==> config.mk <==
export PLATFORM = sky130hd
export DESIGN_NAME = mmr_regs
export DESIGN_NICKNAME = d
export VERILOG_FILES = /design/src/hdl/mmr_pkg.sv /design/src/hdl/mmr_regs.sv /design/src/hdl/mmr_xlate.sv
export SDC_FILE = /design/constraint.sdc
export NUM_CORES = 1
export LEC_CHECK = 0
export ABC_CLOCK_PERIOD_IN_PS = 1700
export BUFFER_PORTS_ARGS = -buffer_cell sky130_fd_sc_hd__buf_2
export CAP_MARGIN = 20
export CORE_MARGIN = 3
export CORE_UTILIZATION = 45
export CTS_CLUSTER_DIAMETER = 80
export DETAILED_ROUTE_END_ITERATION = 10
export PLACE_DENSITY = 0.76
export RECOVER_POWER = 50
export SLEW_MARGIN = 30
export SYNTH_ARGS = -nofsm -noshare
export SYNTH_HDL_FRONTEND = slang
export SYNTH_SLANG_ARGS = --single-unit
==> constraint.sdc <==
create_clock -name clk -period 1.7 [get_ports clk]
set_clock_uncertainty 0.15 [all_clocks]
set_input_delay 0.255 -clock clk [delete_from_list [all_inputs] [get_ports clk]]
set_output_delay 0.255 -clock clk [all_outputs]
set_load 0.03 [all_outputs]
==> src/hdl/mmr_pkg.sv <==
// constants for the memory-map control register bank
package mmr_pkg;
   localparam logic [9:0] MMR_OFF_RSVD_A = 10'h00A;
   localparam logic [9:0] MMR_OFF_MODE = 10'h00B;
   localparam logic [9:0] MMR_OFF_RSVD_B = 10'h010;
   localparam logic [9:0] MMR_OFF_DIRECT = 10'h011;
   localparam logic [9:0] MMR_OFF_RSVD_C = 10'h012;
   localparam logic [9:0] MMR_OFF_RMAP = 10'h013;
   localparam logic [9:0] MMR_OFF_RSVD_D = 10'h014;
   localparam logic [9:0] MMR_OFF_PROGRAM_PAGE_SELECT = 10'h015;
   localparam logic [9:0] MMR_OFF_RSVD_E0 = 10'h016;
   localparam logic [9:0] MMR_OFF_RSVD_E1 = 10'h017;
   localparam int MMR_MODE_BIT = 7;
   localparam int MMR_NVM_BIT = 0;
   localparam int MMR_PIX_W = 4;
   localparam logic [7:0] MMR_DIRECT_RST = 8'h00;
   localparam logic MMR_NVM_RST = 1'b0;
   localparam logic [3:0] MMR_PROGRAM_PAGE_SELECT_RST = 4'hE;
   localparam logic [3:0] MMR_PAGE_LOW = 4'hC;
   localparam logic [3:0] MMR_PAGE_MID = 4'hD;
   localparam logic [3:0] MMR_PAGE_TOP = 4'hF;
   localparam logic [1:0] MMR_WIN_PAGED = 2'h2;
   localparam logic [13:0] MMR_NVM_BASE = 14'h0004;
   localparam logic [13:0] MMR_NVM_LAST = 14'h0007;
endpackage : mmr_pkg

==> src/hdl/mmr_regs.sv <==
// memory-map control register bank with mode, direct and page registers
`timescale 1ns/1ps
`default_nettype none
module mmr_regs
   import mmr_pkg::*;
#(
   parameter int PIX_W = MMR_PIX_W
)
(
   // clock and reset
   input wire logic clk,
   input wire logic rst_n,
   // strap and security
   input wire logic mode_pin,
   input wire logic secured,
   // register access
   input wire logic [9:0] reg_addr,
   input wire logic reg_wr,
   input wire logic reg_rd,
   input wire logic [7:0] reg_wdata,
   output logic [7:0] reg_rdata_q,
   // call/return page path
   input wire logic call_pg_wr,
   input wire logic [3:0] call_pg_wdata,
   output logic [3:0] call_pg_rdata_q,
   // translation request
   input wire logic [15:0] local_addr,
   input wire logic direct_mode,
   output logic [17:0] global_addr_q,
   output logic nvm_hit_q,
   // state
   output logic mode_select_bit_q,
   output logic [7:0] direct_page_index_q,
   output logic nvm_window_select_q,
   output logic [3:0] program_page_select_q
);
   // refused at elaboration: the page logic is fixed at four index bits
   if (PIX_W != 4)
   begin : g_bad_pix_w
      $error("mmr_regs: page index width must be 4");
   end

   logic started_q;
   logic mode_lock_q;
   logic direct_done_q;
   logic [7:0] rdata_d;
   logic [17:0] gaddr;
   logic nvm_hit;

   wire sel_mode = reg_addr == MMR_OFF_MODE;
   wire sel_direct = reg_addr == MMR_OFF_DIRECT;
   wire sel_rmap = reg_addr == MMR_OFF_RMAP;
   wire sel_program_page_select = reg_addr == MMR_OFF_PROGRAM_PAGE_SELECT;
   wire new_mode = reg_wdata[MMR_MODE_BIT];
   // only special (1) to normal (0), or same value, is allowed
   wire mode_ok = (new_mode == mode_select_bit_q)
                  || !new_mode;
   wire mode_wr = reg_wr && sel_mode && !secured
                  && !mode_lock_q && started_q;
   wire mode_bad = mode_wr && !mode_ok;
   wire direct_wr = reg_wr && sel_direct
                    && (mode_select_bit_q || !direct_done_q);
   // pin governs during reset; stored bit afterwards
   wire cur_mode = started_q ? mode_select_bit_q : mode_pin;

   // reset-time capture: async reset loads a constant, clocked capture
   // takes the pin on the first edge after release
   always_ff @(posedge clk or negedge rst_n)
   begin
      if (!rst_n)
         started_q <= 1'b0;
      else
         started_q <= 1'b1;
   end

   always_ff @(posedge clk or negedge rst_n)
   begin
      if (!rst_n)
         mode_select_bit_q <= 1'b0;
      else if (!started_q)
         mode_select_bit_q <= mode_pin;
      else if (mode_wr && mode_ok)
         mode_select_bit_q <= new_mode;
   end

   always_ff @(posedge clk or negedge rst_n)
   begin
      if (!rst_n)
         mode_lock_q <= 1'b0;
      else if (mode_bad && !cur_mode)
         mode_lock_q <= 1'b1;
   end

   always_ff @(posedge clk or negedge rst_n)
   begin
      if (!rst_n)
      begin
         direct_page_index_q <= MMR_DIRECT_RST;
         direct_done_q <= 1'b0;
      end
      else if (direct_wr)
      begin
         direct_page_index_q <= reg_wdata;
         direct_done_q <= 1'b1;
      end
   end

   always_ff @(posedge clk or negedge rst_n)
   begin
      if (!rst_n)
         nvm_window_select_q <= MMR_NVM_RST;
      else if (reg_wr && sel_rmap)
         nvm_window_select_q <= reg_wdata[MMR_NVM_BIT];
   end

   // call path wins over a bus write in the same cycle
   always_ff @(posedge clk or negedge rst_n)
   begin
      if (!rst_n)
         program_page_select_q <= MMR_PROGRAM_PAGE_SELECT_RST;
      else if (call_pg_wr)
         program_page_select_q <= call_pg_wdata;
      else if (reg_wr && sel_program_page_select)
         program_page_select_q <= reg_wdata[3:0];
   end

   always_comb
   begin
      rdata_d = 8'h00;
      if (sel_mode)
         rdata_d[MMR_MODE_BIT] = cur_mode;
      else if (sel_direct)
         rdata_d = direct_page_index_q;
      else if (sel_rmap)
         rdata_d[MMR_NVM_BIT] = nvm_window_select_q;
      else if (sel_program_page_select)
         rdata_d[3:0] = program_page_select_q;
   end

   always_ff @(posedge clk or negedge rst_n)
   begin
      if (!rst_n)
      begin
         reg_rdata_q <= 8'h00;
         call_pg_rdata_q <= MMR_PROGRAM_PAGE_SELECT_RST;
         global_addr_q <= 18'h00000;
         nvm_hit_q <= 1'b0;
      end
      else
      begin
         reg_rdata_q <= reg_rd ? rdata_d : 8'h00;
         call_pg_rdata_q <= program_page_select_q;
         global_addr_q <= gaddr;
         nvm_hit_q <= nvm_hit;
      end
   end

   mmr_xlate u_xlate (
      .local_addr(local_addr),
      .direct_mode(direct_mode),
      .direct_page_index(direct_page_index_q),
      .program_page_select(program_page_select_q),
      .nvm_window_select(nvm_window_select_q),
      .global_addr(gaddr),
      .nvm_hit(nvm_hit)
   );

   // assertions
   // sampled rst_n keeps the release edge itself, still in reset, out
   property p_capture;
      @(posedge clk) disable iff (!rst_n)
      rst_n && !started_q |=> mode_select_bit_q == $past(mode_pin);
   endproperty
   a_capture: assert property (p_capture)
      else $error("mode pin not captured at reset release");

   property p_secure;
      @(posedge clk) disable iff (!rst_n)
      started_q && secured && reg_wr && sel_mode |=> $stable(mode_select_bit_q);
   endproperty
   a_secure: assert property (p_secure)
      else $error("mode changed while secured");

   property p_no_ns_to_ss;
      @(posedge clk) disable iff (!rst_n)
      started_q && !mode_select_bit_q |=> !mode_select_bit_q;
   endproperty
   a_no_ns_to_ss: assert property (p_no_ns_to_ss)
      else $error("normal to special transition taken");

   property p_lock;
      @(posedge clk) disable iff (!rst_n)
      mode_lock_q |=> mode_lock_q && $stable(mode_select_bit_q);
   endproperty
   a_lock: assert property (p_lock)
      else $error("locked mode bit changed");

   property p_direct_once;
      @(posedge clk) disable iff (!rst_n)
      direct_done_q && !mode_select_bit_q |=> $stable(direct_page_index_q);
   endproperty
   a_direct_once: assert property (p_direct_once)
      else $error("second direct write accepted in normal mode");

   property p_call;
      @(posedge clk) disable iff (!rst_n)
      call_pg_wr |=> program_page_select_q == $past(call_pg_wdata);
   endproperty
   a_call: assert property (p_call)
      else $error("call path page update late");

   property p_page_win;
      @(posedge clk) disable iff (!rst_n)
      !direct_mode && local_addr[15:14] == 2'h2
      |=> global_addr_q[17:14] == $past(program_page_select_q);
   endproperty
   a_page_win: assert property (p_page_win)
      else $error("paged window mapped wrong");

   property p_fixed;
      @(posedge clk) disable iff (!rst_n)
      !direct_mode && local_addr[15:14] == 2'h3
      |=> global_addr_q[17:14] == MMR_PAGE_TOP;
   endproperty
   a_fixed: assert property (p_fixed)
      else $error("top window not on fixed page");

   property p_rsvd;
      @(posedge clk) disable iff (!rst_n)
      reg_rd && (reg_addr == MMR_OFF_RSVD_A || reg_addr == MMR_OFF_RSVD_E0)
      |=> reg_rdata_q == 8'h00;
   endproperty
   a_rsvd: assert property (p_rsvd)
      else $error("reserved location read non-zero");
endmodule // mmr_regs
`default_nettype wire

==> src/hdl/mmr_xlate.sv <==
// local to global address translation
`timescale 1ns/1ps
`default_nettype none
module mmr_xlate
   import mmr_pkg::*;
(
   // request
   input wire logic [15:0] local_addr,
   input wire logic direct_mode,
   input wire logic [7:0] direct_page_index,
   input wire logic [3:0] program_page_select,
   input wire logic nvm_window_select,
   // result
   output logic [17:0] global_addr,
   output logic nvm_hit
);
   wire [15:0] eff_addr;
   wire [1:0] win;
   wire [3:0] page;
   // direct accesses take their high byte from the index
   assign eff_addr = direct_mode ? {direct_page_index, local_addr[7:0]}
                                 : local_addr;
   assign win = eff_addr[15:14];
   assign page = (win == 2'h0) ? MMR_PAGE_LOW :
                 (win == 2'h1) ? MMR_PAGE_MID :
                 (win == MMR_WIN_PAGED) ? program_page_select :
                 MMR_PAGE_TOP;
   assign global_addr = {page, eff_addr[13:0]};
   // 0x04000-0x07FFF: nvm resources when set, program flash when clear
   assign nvm_hit = nvm_window_select
      && (global_addr[17:12] >= MMR_NVM_BASE[5:0])
      && (global_addr[17:12] <= MMR_NVM_LAST[5:0]);
endmodule // mmr_xlate
`default_nettype wire

==> impl_metrics.tcl, run 1 <==
set metrics [dict create \
    run_status "complete, no violations" \
    cts-buffers-inserted 5 \
    detail_route.first_pass.iterations 4 \
    floorplan.core_area_sq_mm 0.003826 \
    max_cap_viol_count 0 \
    route.detailed.vias_per_inst 4.799 \
    postSynthRegisterBits 48 \
    worst_skew_pair.late_latency_ns 0.30 \
    worst_setup_hold_path_clk_slew_ns 0.09 \
    post_cts_repair_resize_count 0 \
    cts_tree "yes" \
    synth.cell_area_sq_mm 0.001866 \
    critical-path-max-stage-delay_ns 0.67 \
    final_period_minus_worst_setup_slack_ns 1.629 \
    initial_core_util_pct 48.76 \
    number_of_global_route_vias_before_repair 1446 \
    antenna_violations_before_repair 0 \
    cts_setup_buffers 0 \
    grt_usage_pct 18.35 \
    ff2ff_path_depth 4 \
    synthesis.area_per_instance_sq_um 14.46 \
    htree_num_levels 2 \
    grt_start_max_net_pins 49 \
    first_pass_grt_wire_length_mm 7.113 \
    slew_headroom_pct 58.96 \
    crit_required_ns 1.29 \
    crit_cells 1 \
    route.detailed.drc 0 \
    antenna_violation_net_count_after_detailed_routing 0 \
    ant_diodes 0 \
    yosys.cell_types.count 33 \
    final_layout_size_suffix_gt1_share_pct 57.96 \
    cp_slowest_cell "sky130_fd_sc_hd__dfstp_1" \
    drt_wl_total_mm 4.343 \
    synthesis.yosys.warnings 0 \
    layout_worst_path_cycle_share_pct 95.80 \
    synth-main-ff-cell "sky130_fd_sc_hd__dfrtp_1" \
    finalNetCount 290 \
    p_total_mw 2.221 \
    clock-sinks 48 \
    fin_tns_setup_ns 0 \
    setup.worst_path.end_class "output pin" \
    type_of_the_worst_min_delay_path "in2reg" \
    netlist_instances 129 \
    cts.root.buffer_cell "sky130_fd_sc_hd__clkbuf_8" \
    placement_rows 22 \
    area_growth_syn_to_layout_pct 41.18 \
    place_hpwl_mm 3.330 \
    finish.utilization_pct 68.84 \
    synth_async_sr_flop_share_pct 100.0 \
    cts_hold_repair.buffers 9 \
    ir_drop_uv 566.3 \
    synth_nets 175 \
    most_frequent_standard_cell_in_the_layout_excluding_fill_and_tap_cells "sky130_fd_sc_hd__buf_2" \
    port-buffer-count 90 \
    hold_viol 0 \
    chipHeight_microns 70.39 \
    critical_path.n_buffers_inverters 1 \
    timing.final.max_slew_violations 0 \
    design.die.area_sq_mm 0.004954 \
    cp-start-kind "flop" \
    filler_cells 308 \
    seq_total_area_yosys_pct 64.79 \
    gp_congestion 0.8054 \
    number_of_drc_markers_in_iteration_0 53 \
    wl_per_cell_microns 14.82 \
    arrival_ns 1.22 \
    overflow 0 \
    cts_max_path_buffers 2 \
    crit_fanout 6 \
    die_w_microns 70.39 \
    leakage_nw 1.372 \
    crit_path_max_delay_family "flip-flops" \
    placedCellCount 276 \
    highest_clock_rate_ghz 0.6140 \
    io_pins 91 \
    tightestPinTransition_ns 0.6156 \
    power.density_cell_area_mw_per_mm2 843.5 \
    finalSetupViolCount 0 \
    fin_hold_ws_ns 0.03086 \
    num_vias 1406 \
    critPathKind "reg2out" \
    min_delay_path_depth 2 \
    setup_repair_after_global_routing_missed_its_margin "false" \
    cp_cell_sequence "buf_2" \
    most_used_cells_in_the_layout_excluding_fill_and_tap_cells "90 x sky130_fd_sc_hd__buf_2, 42 x sky130_fd_sc_hd__dfrtp_1, 24 x sky130_fd_sc_hd__mux2_2, 10 x sky130_fd_sc_hd__buf_4, 9 x sky130_fd_sc_hd__dlygate4sd3_1" \
    layout.cells.non_filler 293 \
    post_synth_edffs 0 \
]
[report_power, final]
part / total [mW] / switching, mW / leakage, nW / internal (mW)
clock network: 0.644 / 0.357 / 0.0412 / 0.288
logic: 0.349 / 0.207 / 0.729 / 0.142
registers: 1.23 / 0.0312 / 0.602 / 1.20
[metrics by stage]
stage	instance area [sq um]	worst slack (ns)
floorplan	1874	-0.007328
global placement	2471	-0.1769
detailed placement	2471	-0.2027
CTS	2646	0.1063
global route	2634	0.01288
finish	2634	0.07144
[synthesized netlist by cell type (2+ instances only)]
cell / count / area, sq um
sky130_fd_sc_hd__and2_1: 3 / 18.77
sky130_fd_sc_hd__nor3_1: 2 / 10.01
sky130_fd_sc_hd__nand2_1: 3 / 11.26
sky130_fd_sc_hd__mux2i_1: 5 / 50.05
sky130_fd_sc_hd__nand4_1: 4 / 25.02
sky130_fd_sc_hd__nor2b_1: 2 / 12.51
sky130_fd_sc_hd__inv_1: 5 / 18.77
sky130_fd_sc_hd__nand2b_1: 3 / 18.77
sky130_fd_sc_hd__nor2_1: 8 / 30.03
sky130_fd_sc_hd__a21oi_1: 2 / 10.01
sky130_fd_sc_hd__mux2_2: 24 / 270.3
sky130_fd_sc_hd__dfstp_2: 6 / 157.7
sky130_fd_sc_hd__dfrtp_1: 42 / 1051
[sequential cells by signal, summed over array words and instances, names as in the netlist]
signal and cells:
mode_lock_q 1, direct_page_index_q 8, nvm_window_select_q 1, reg_rdata_q 8
call_pg_rdata_q 4, program_page_select_q 4, started_q 1, mode_select_bit_q 1
global_addr_q 18, nvm_hit_q 1, direct_done_q 1
[final timing paths]
check | start | slack [ns] | to
max in group asynchronous | rst_n | 0.52 | program_page_select_q[0]$_DFFE_PN0P_
hold reg to reg | program_page_select_q[2]$_DFFE_PN1P_ | 0.29 | call_pg_rdata_q[2]$_DFF_PN1_
min in group asynchronous | rst_n | 0.47 | global_addr_q[15]$_DFF_PN0_
hold / removal | local_addr[10] | 0.03 | global_addr_q[10]$_DFF_PN0_
setup / recovery | program_page_select_q[1]$_DFFE_PN1P_ | 0.07 | program_page_select_q[1]
setup reg to reg | mode_select_bit_q$_DFFE_PN0P_ | 0.21 | direct_page_index_q[0]$_DFFE_PN0P_
[routing by layer]
metal  vias to the layer above  share of wire, %  GRT usage, %
li1                        680                 -             -
met1                       656                44         24.98
met2                        67                46         28.27
met3                         3               9.1         7.050
met4                         0              0.67         3.191
met5                         -                 0             0
[layout make-up]
type                       instances  area, sq um  share of cell area (%)
multi-input combinational         74        638.1                   24.23
tap                               48        60.06                   2.280
clock inverter                     2        12.51                  0.4751
clock buffer                       6        72.57                   2.755
sequential                        48         1209                   45.89
inverter                           5        18.77                  0.7126
timing repair buffer             110        623.1                   23.66
[cell families (layout without fill, tap and decap cells)]
kind of cell | Yosys count | after routing | share of synthesized area (%)
flip-flops | 48 | 48 | 64.79
AND/OR/NAND/NOR | 34 | 34 | 11.80
multiplexers | 29 | 29 | 17.17
AO/OA/AOI/OAI | 10 | 10 | 4.561
other | 1 | 1 | 0.2010
buffers and inverters | 7 | 123 | 1.475
Power figures use the tool's default switching activity.
==> run 2: changes to the inputs <==
--- a/config.mk
+++ b/config.mk
@@ -14,6 +14,7 @@
 export DETAILED_ROUTE_END_ITERATION = 10
 export PLACE_DENSITY = 0.76
 export RECOVER_POWER = 50
+export SETUP_SLACK_MARGIN = 0.15
 export SLEW_MARGIN = 30
 export SYNTH_ARGS = -nofsm -noshare
 export SYNTH_HDL_FRONTEND = slang
==> constraint.sdc (replaced) <==
create_clock -name clk -period 1.7 [get_ports clk]
set_clock_uncertainty 0.15 [all_clocks]
set_input_delay 0.17 -clock clk [delete_from_list [all_inputs] [get_ports clk]]
set_output_delay 0.17 -clock clk [all_outputs]
set_load 0.03 [all_outputs]
==> run 2 against run 1 <==
Compared with the run above:
- via count grew 9.0%
- global-route usage grew 1.7 points
- die area is the same
- count of clock-buffer cells in the layout is the same
- register-to-register slack gained 0.03 ns
- sequential power is essentially flat
- maximum frequency grew 9.0%
- cell count grew 6.5%
- setup slack gained 0.13 ns
- combinational power grew 8.9%
- utilization grew 5.1 points
- largest power group unchanged
==> impl_metrics.tcl, run 2 (synthesis results as in run 1) <==
set metrics [dict create \
    most_frequent_standard_cell_in_the_layout_excluding_fill_and_tap_cells "sky130_fd_sc_hd__buf_2" \
    multi_input_gate_area_sq_um 638.1 \
    run_status "complete, no violations" \
    htree_num_levels 2 \
    setup_repair_after_global_routing_missed_its_margin "false" \
    type_of_the_worst_min_delay_path "in2reg" \
    chipHeight_microns 70.39 \
    finalNetCount 309 \
    critPathKind "reg2out" \
    cp_cell_sequence "buf_2" \
    crit_fanout 6 \
    final-seq-area_sq_mm 0.001210 \
    place_hpwl_mm 3.327 \
    cts_tree "yes" \
    layout.cells.non_filler 312 \
    num_vias 1532 \
    highest_clock_rate_ghz 0.6691 \
    leakage_nw 1.444 \
    tightestPinTransition_ns 0.5460 \
    max_cap_viol_count 0 \
    worst_setup_hold_path_clk_slew_ns 0.09 \
    die_w_microns 70.39 \
    detail_route.first_pass.iterations 4 \
    filler_cells 265 \
    cp_slowest_cell "sky130_fd_sc_hd__dfstp_1" \
    placement.setup.worst_slack_ns -0.07918 \
    critical-path-max-stage-delay_ns 0.64 \
    port-buffer-count 90 \
    ff2ff_path_depth 4 \
    route.detailed.drc 0 \
    gp_congestion 0.7558 \
    fin_hold_ws_ns 0.02348 \
    layout_worst_path_cycle_share_pct 87.91 \
    final_period_minus_worst_setup_slack_ns 1.494 \
    cts_max_path_buffers 2 \
    power.density_cell_area_mw_per_mm2 814.7 \
    antenna_violation_net_count_after_detailed_routing 0 \
    arrival_ns 1.17 \
    io_pins 91 \
    cts.root.buffer_cell "sky130_fd_sc_hd__clkbuf_8" \
    finalSetupViolCount 0 \
    cts-buffers-inserted 5 \
    worst_skew_pair.late_latency_ns 0.30 \
    placedCellCount 274 \
    grt_usage_pct 20.01 \
    critical_path.n_buffers_inverters 1 \
    most_used_cells_in_the_layout_excluding_fill_and_tap_cells "90 x sky130_fd_sc_hd__buf_2, 41 x sky130_fd_sc_hd__dfrtp_1, 28 x sky130_fd_sc_hd__dlygate4sd3_1, 24 x sky130_fd_sc_hd__mux2_2" \
    globalRouteMet1Util_pct 26.43 \
    crit_path_max_delay_family "flip-flops" \
    antenna_violations_before_repair 0 \
    slew_headroom_pct 63.60 \
    hold_viol 0 \
    grt_start_max_net_pins 23 \
    global_route.usage.met2_pct 30.98 \
    initial_core_util_pct 48.76 \
    crit_cells 1 \
    placement_rows 22 \
    crit_required_ns 1.38 \
    design.die.area_sq_mm 0.004954 \
    cp-start-kind "flop" \
    min_delay_path_depth 3 \
    ant_diodes 0 \
    clock-sinks 48 \
    final.setup.worst_slack_ns 0.2055 \
    first_pass_grt_wire_length_mm 7.693 \
    overflow 0 \
    grt_util_met3_pct 7.050 \
    drt_wl_total_mm 4.626 \
    grt.busiest_layer "met2" \
    regMostFlops "global_addr_q" \
    layout_top_registers "global_addr_q: 18 flops, direct_page_index_q: 8 flops, reg_rdata_q: 8 flops" \
    timing.final.max_slew_violations 0 \
    wl_per_cell_microns 14.83 \
    number_of_global_route_vias_before_repair 1571 \
    route.detailed.vias_per_inst 4.910 \
    ir_drop_uv 715.0 \
    max_ffs_per_register 18 \
    setup.worst_path.end_class "output pin" \
    final_layout_size_suffix_gt1_share_pct 53.79 \
    number_of_drc_markers_in_iteration_0 56 \
    area_growth_syn_to_layout_pct 51.58 \
    floorplan.core_area_sq_mm 0.003826 \
]
-- run 2: changes by cell type in the layout (fill, tap and decap cells not counted) --
cell	previous run	this run
sky130_fd_sc_hd__buf_4	10	8
sky130_fd_sc_hd__dlygate4sd3_1	9	28
sky130_fd_sc_hd__clkinv_2	1	0
sky130_fd_sc_hd__clkbuf_2	0	1
sky130_fd_sc_hd__clkbuf_1	1	2
sky130_fd_sc_hd__clkbuf_8	5	6
sky130_fd_sc_hd__clkbuf_4	1	0
sky130_fd_sc_hd__dfrtp_1	42	41
sky130_fd_sc_hd__clkinvlp_4	1	2
sky130_fd_sc_hd__dfrtp_2	0	1
-- run 2: stage by stage --
stage / instance area [sq um] / power (mW) / TNS [ns] / utilization [%]
floorplan: 1876 / 1.423 / 0 / -
global placement: 2457 / 1.585 / -0.6459 / 64.23
detailed placement: 2457 / 1.589 / -0.7061 / 64.23
CTS: 2835 / 2.331 / 0 / 74.10
global route: 2828 / 2.414 / 0 / 73.90
finish: 2828 / 2.304 / 0 / 73.90
-- run 2: what timing repair did --
action,CTS,global route
hold endpoints to repair,62,0
buffers inserted,0,2
resized for setup,0,0
setup endpoints to repair,0,10
hold buffers,28,0
-- run 2: layout make-up --
cell class	count	area share, %
clock buffers	6	2.920
clock inverters	2	0.5310
flip-flops and latches	48	42.79
multi-input cells	74	22.57
well taps	48	2.124
inverters	5	0.6637
repair buffers	129	28.41
-- run 2: path summary, 6_finish.rpt --
kind	slack [ns]	end	start
worst max-delay path	0.21	program_page_select_q[1]	program_page_select_q[1]$_DFFE_PN1P_
worst min-delay path	0.02	global_addr_q[15]$_DFF_PN0_	local_addr[15]
worst max register to register	0.24	direct_page_index_q[0]$_DFFE_PN0P_	mode_select_bit_q$_DFFE_PN0P_
worst min register to register	0.29	call_pg_rdata_q[2]$_DFF_PN1_	program_page_select_q[2]$_DFFE_PN1P_
max in group asynchronous	0.35	call_pg_rdata_q[3]$_DFF_PN1_	rst_n
min in group asynchronous	0.17	global_addr_q[3]$_DFF_PN0_	rst_n
-- run 2: power by group --
part	total, mW	internal, mW	switching [mW]
clock	0.695	0.329	0.366
sequential	1.23	1.20	0.0309
combinational	0.380	0.167	0.213
total	2.30	1.69	0.610
-- run 2: layer usage --
| layer | routed length [microns] | vias up |
|---|---|---|
| met5 | 0 | - |
| met4 | 59 | 0 |
| met3 | 409 | 8 |
| met2 | 2162 | 71 |
| met1 | 1995 | 735 |
| li1 | - | 718 |
==> run 3: changes to the inputs <==
--- a/config.mk
+++ b/config.mk
@@ -6,7 +6,7 @@
 export NUM_CORES = 1
 export LEC_CHECK = 0
 export ABC_CLOCK_PERIOD_IN_PS = 1700
-export BUFFER_PORTS_ARGS = -buffer_cell sky130_fd_sc_hd__buf_2
+export BUFFER_PORTS_ARGS = -buffer_cell sky130_fd_sc_hd__clkbuf_2
 export CAP_MARGIN = 20
 export CORE_MARGIN = 3
 export CORE_UTILIZATION = 45
==> run 3 against run 2 <==
Compared with the run above:
- non-clock buffer count decreased by 1
- sequential share of layout area increased by 0.13 points
- sequential cell count unchanged
- sequential power about the same
- clock power decreased by 9.1%
- total power decreased by 2.5%
==> impl_metrics.tcl, run 3 (synthesis results as in run 1) <==
set metrics [dict create \
    final_period_minus_worst_setup_slack_ns 1.518 \
    ant_diodes 0 \
    slew_headroom_pct 48.49 \
    detail_route.first_pass.iterations 5 \
    type_of_the_worst_min_delay_path "in2reg" \
    route.detailed.drc 0 \
    finalNetCount 308 \
    cts_tree "yes" \
    leakage_nw 1.441 \
    grt_start_max_net_pins 25 \
    cp_cell_sequence "clkbuf_2" \
    design.die.area_sq_mm 0.004954 \
    post_cts_repair_resize_count 0 \
    max_ffs_per_register 18 \
    timing.final.max_slew_violations 0 \
    num_vias 1500 \
    placement_rows 22 \
    final_layout_size_suffix_gt1_share_pct 53.23 \
    max_cap_viol_count 0 \
    arrival_ns 1.20 \
    placedCellCount 275 \
    filler_cells 271 \
    floorplan.core_area_sq_mm 0.003826 \
    number_of_drc_markers_in_iteration_0 46 \
    clock-sinks 48 \
    htree_num_levels 2 \
    wl_per_cell_microns 14.70 \
    cts.root.buffer_cell "sky130_fd_sc_hd__clkbuf_8" \
    worst_setup_hold_path_clk_slew_ns 0.07 \
    first_pass_grt_wire_length_mm 7.369 \
    highest_clock_rate_ghz 0.6589 \
    postLayoutCellArea_sq_mm 0.002819 \
    grt_usage_pct 19.20 \
    post_dp_cell_area_sq_mm 0.002465 \
    chipHeight_microns 70.39 \
    worst_skew_pair.late_latency_ns 0.30 \
    finish.utilization_pct 73.68 \
    sw_frac_of_total_pct 26.32 \
    crit_path_max_delay_family "flip-flops" \
    setup_repair_after_global_routing_missed_its_margin "true" \
    layout.cells.non_filler 311 \
    antenna_violation_net_count_after_detailed_routing 0 \
    overflow 0 \
    cts-buffers-inserted 5 \
    io_pins 91 \
    ir_drop_uv 619.8 \
    port-buffer-count 90 \
    p_seq_share_pct 54.8 \
    clock_power_share_pct 28.1 \
    number_of_global_route_vias_before_repair 1555 \
    crit_required_ns 1.38 \
    die_w_microns 70.39 \
    power.switching_mw 0.5911 \
    cp-start-kind "flop" \
    critPathKind "reg2out" \
    regMostFlops "global_addr_q" \
    antenna_violations_before_repair 0 \
    power.density_cell_area_mw_per_mm2 796.8 \
    route.detailed.vias_per_inst 4.823 \
    area_growth_syn_to_layout_pct 51.11 \
    crit_fanout 6 \
    gp_congestion 0.7353 \
    cts_max_path_buffers 2 \
    tightestPinTransition_ns 0.7727 \
    layout_worst_path_cycle_share_pct 89.28 \
    run_status "complete, no violations" \
    p_comb_share_pct 17.1 \
    hold_viol 0 \
    drt_wl_total_mm 4.573 \
    place_hpwl_mm 3.365 \
    setup.worst_path.end_class "output pin" \
    cp_slowest_cell "sky130_fd_sc_hd__dfstp_1" \
    most_frequent_standard_cell_in_the_layout_excluding_fill_and_tap_cells "sky130_fd_sc_hd__clkbuf_2" \
    most_used_cells_in_the_layout_excluding_fill_and_tap_cells "89 x sky130_fd_sc_hd__clkbuf_2, 41 x sky130_fd_sc_hd__dfrtp_1, 27 x sky130_fd_sc_hd__dlygate4sd3_1, 24 x sky130_fd_sc_hd__mux2_2, 9 x sky130_fd_sc_hd__buf_4" \
    initial_core_util_pct 48.76 \
    critical-path-max-stage-delay_ns 0.65 \
    critical_path.n_buffers_inverters 1 \
    finalSetupViolCount 0 \
    fin_tns_setup_ns 0 \
    layout_top_registers "global_addr_q: 18 flops, direct_page_index_q: 8 flops, reg_rdata_q: 8 flops" \
    internal_power_mw 1.655 \
]
[run 3: cell types whose count changed in the layout (fill, tap and decap cells not counted), sizes merged]
cell         previous run  this run
dlygate4sd3            28        27
clkinvlp                2         0
clkinv                  0         1
buf                    98        10
clkbuf                  9        98
[run 3: path summary, 6_finish.rpt]
| check | startpoint | to | slack, ns | cells after the start |
|---|---|---|---|---|
| max in group asynchronous | rst_n | call_pg_rdata_q[2]$_DFF_PN1_ | 0.27 | 3 |
| worst min-delay path | reg_wdata[0] | direct_page_index_q[0]$_DFFE_PN0P_ | 0.01 | 2 |
| worst max register to register | mode_select_bit_q$_DFFE_PN0P_ | direct_page_index_q[5]$_DFFE_PN0P_ | 0.20 | 4 |
| worst max-delay path | program_page_select_q[1]$_DFFE_PN1P_ | program_page_select_q[1] | 0.18 | 1 |
| min in group asynchronous | rst_n | global_addr_q[3]$_DFF_PN0_ | 0.30 | 2 |
| worst min register to register | program_page_select_q[2]$_DFFE_PN1P_ | call_pg_rdata_q[2]$_DFF_PN1_ | 0.30 | 0 |
[run 3: metrics by stage]
step | total power [mW] | hold slack, ns | setup slack [ns]
detailed placement | 1.591 | -0.05520 | -0.09134
floorplan | 1.423 | -0.2756 | 0.07767
finish | 2.246 | 0.009544 | 0.1822
CTS | 2.275 | 0.003839 | 0.2007
global route | 2.357 | 0.006713 | 0.1215
global placement | 1.587 | -0.06030 | -0.05943
[run 3: per-layer routing]
layer | routed length (microns) | GRT usage (%) | vias up
met5 | 0 | 0 | -
met4 | 30 | 4.468 | 0
met3 | 417 | 7.626 | 4
met2 | 2126 | 30.67 | 74
met1 | 1998 | 24.51 | 708
li1 | - | - | 714
[run 3: timing repair]
action | 4_1_cts | 5_1_grt
endpoints found under the hold margin | 70 | 0
hold buffers | 27 | 0
setup endpoints to repair | 0 | 1
setup buffers | 0 | 1
[run 3: final cells by class]
class,instances,area (sq um),share of cell area (%)
repair buffers,128,810.8,28.76
multi-input cells,74,638.1,22.64
well taps,48,60.06,2.130
inverters,5,18.77,0.6658
clock buffers,7,76.32,2.708
clock inverters,1,5.005,0.1775
flip-flops and latches,48,1210,42.92
[run 3: power groups by stage]
stage	combinational (mW)	clock, mW	sequential [mW]
finish	0.384	0.632	1.23
global route	0.413	0.708	1.24
CTS	0.386	0.657	1.23
detailed placement	0.336	0	1.25
global placement	0.333	0	1.25
floorplan	0.0775	0	1.35
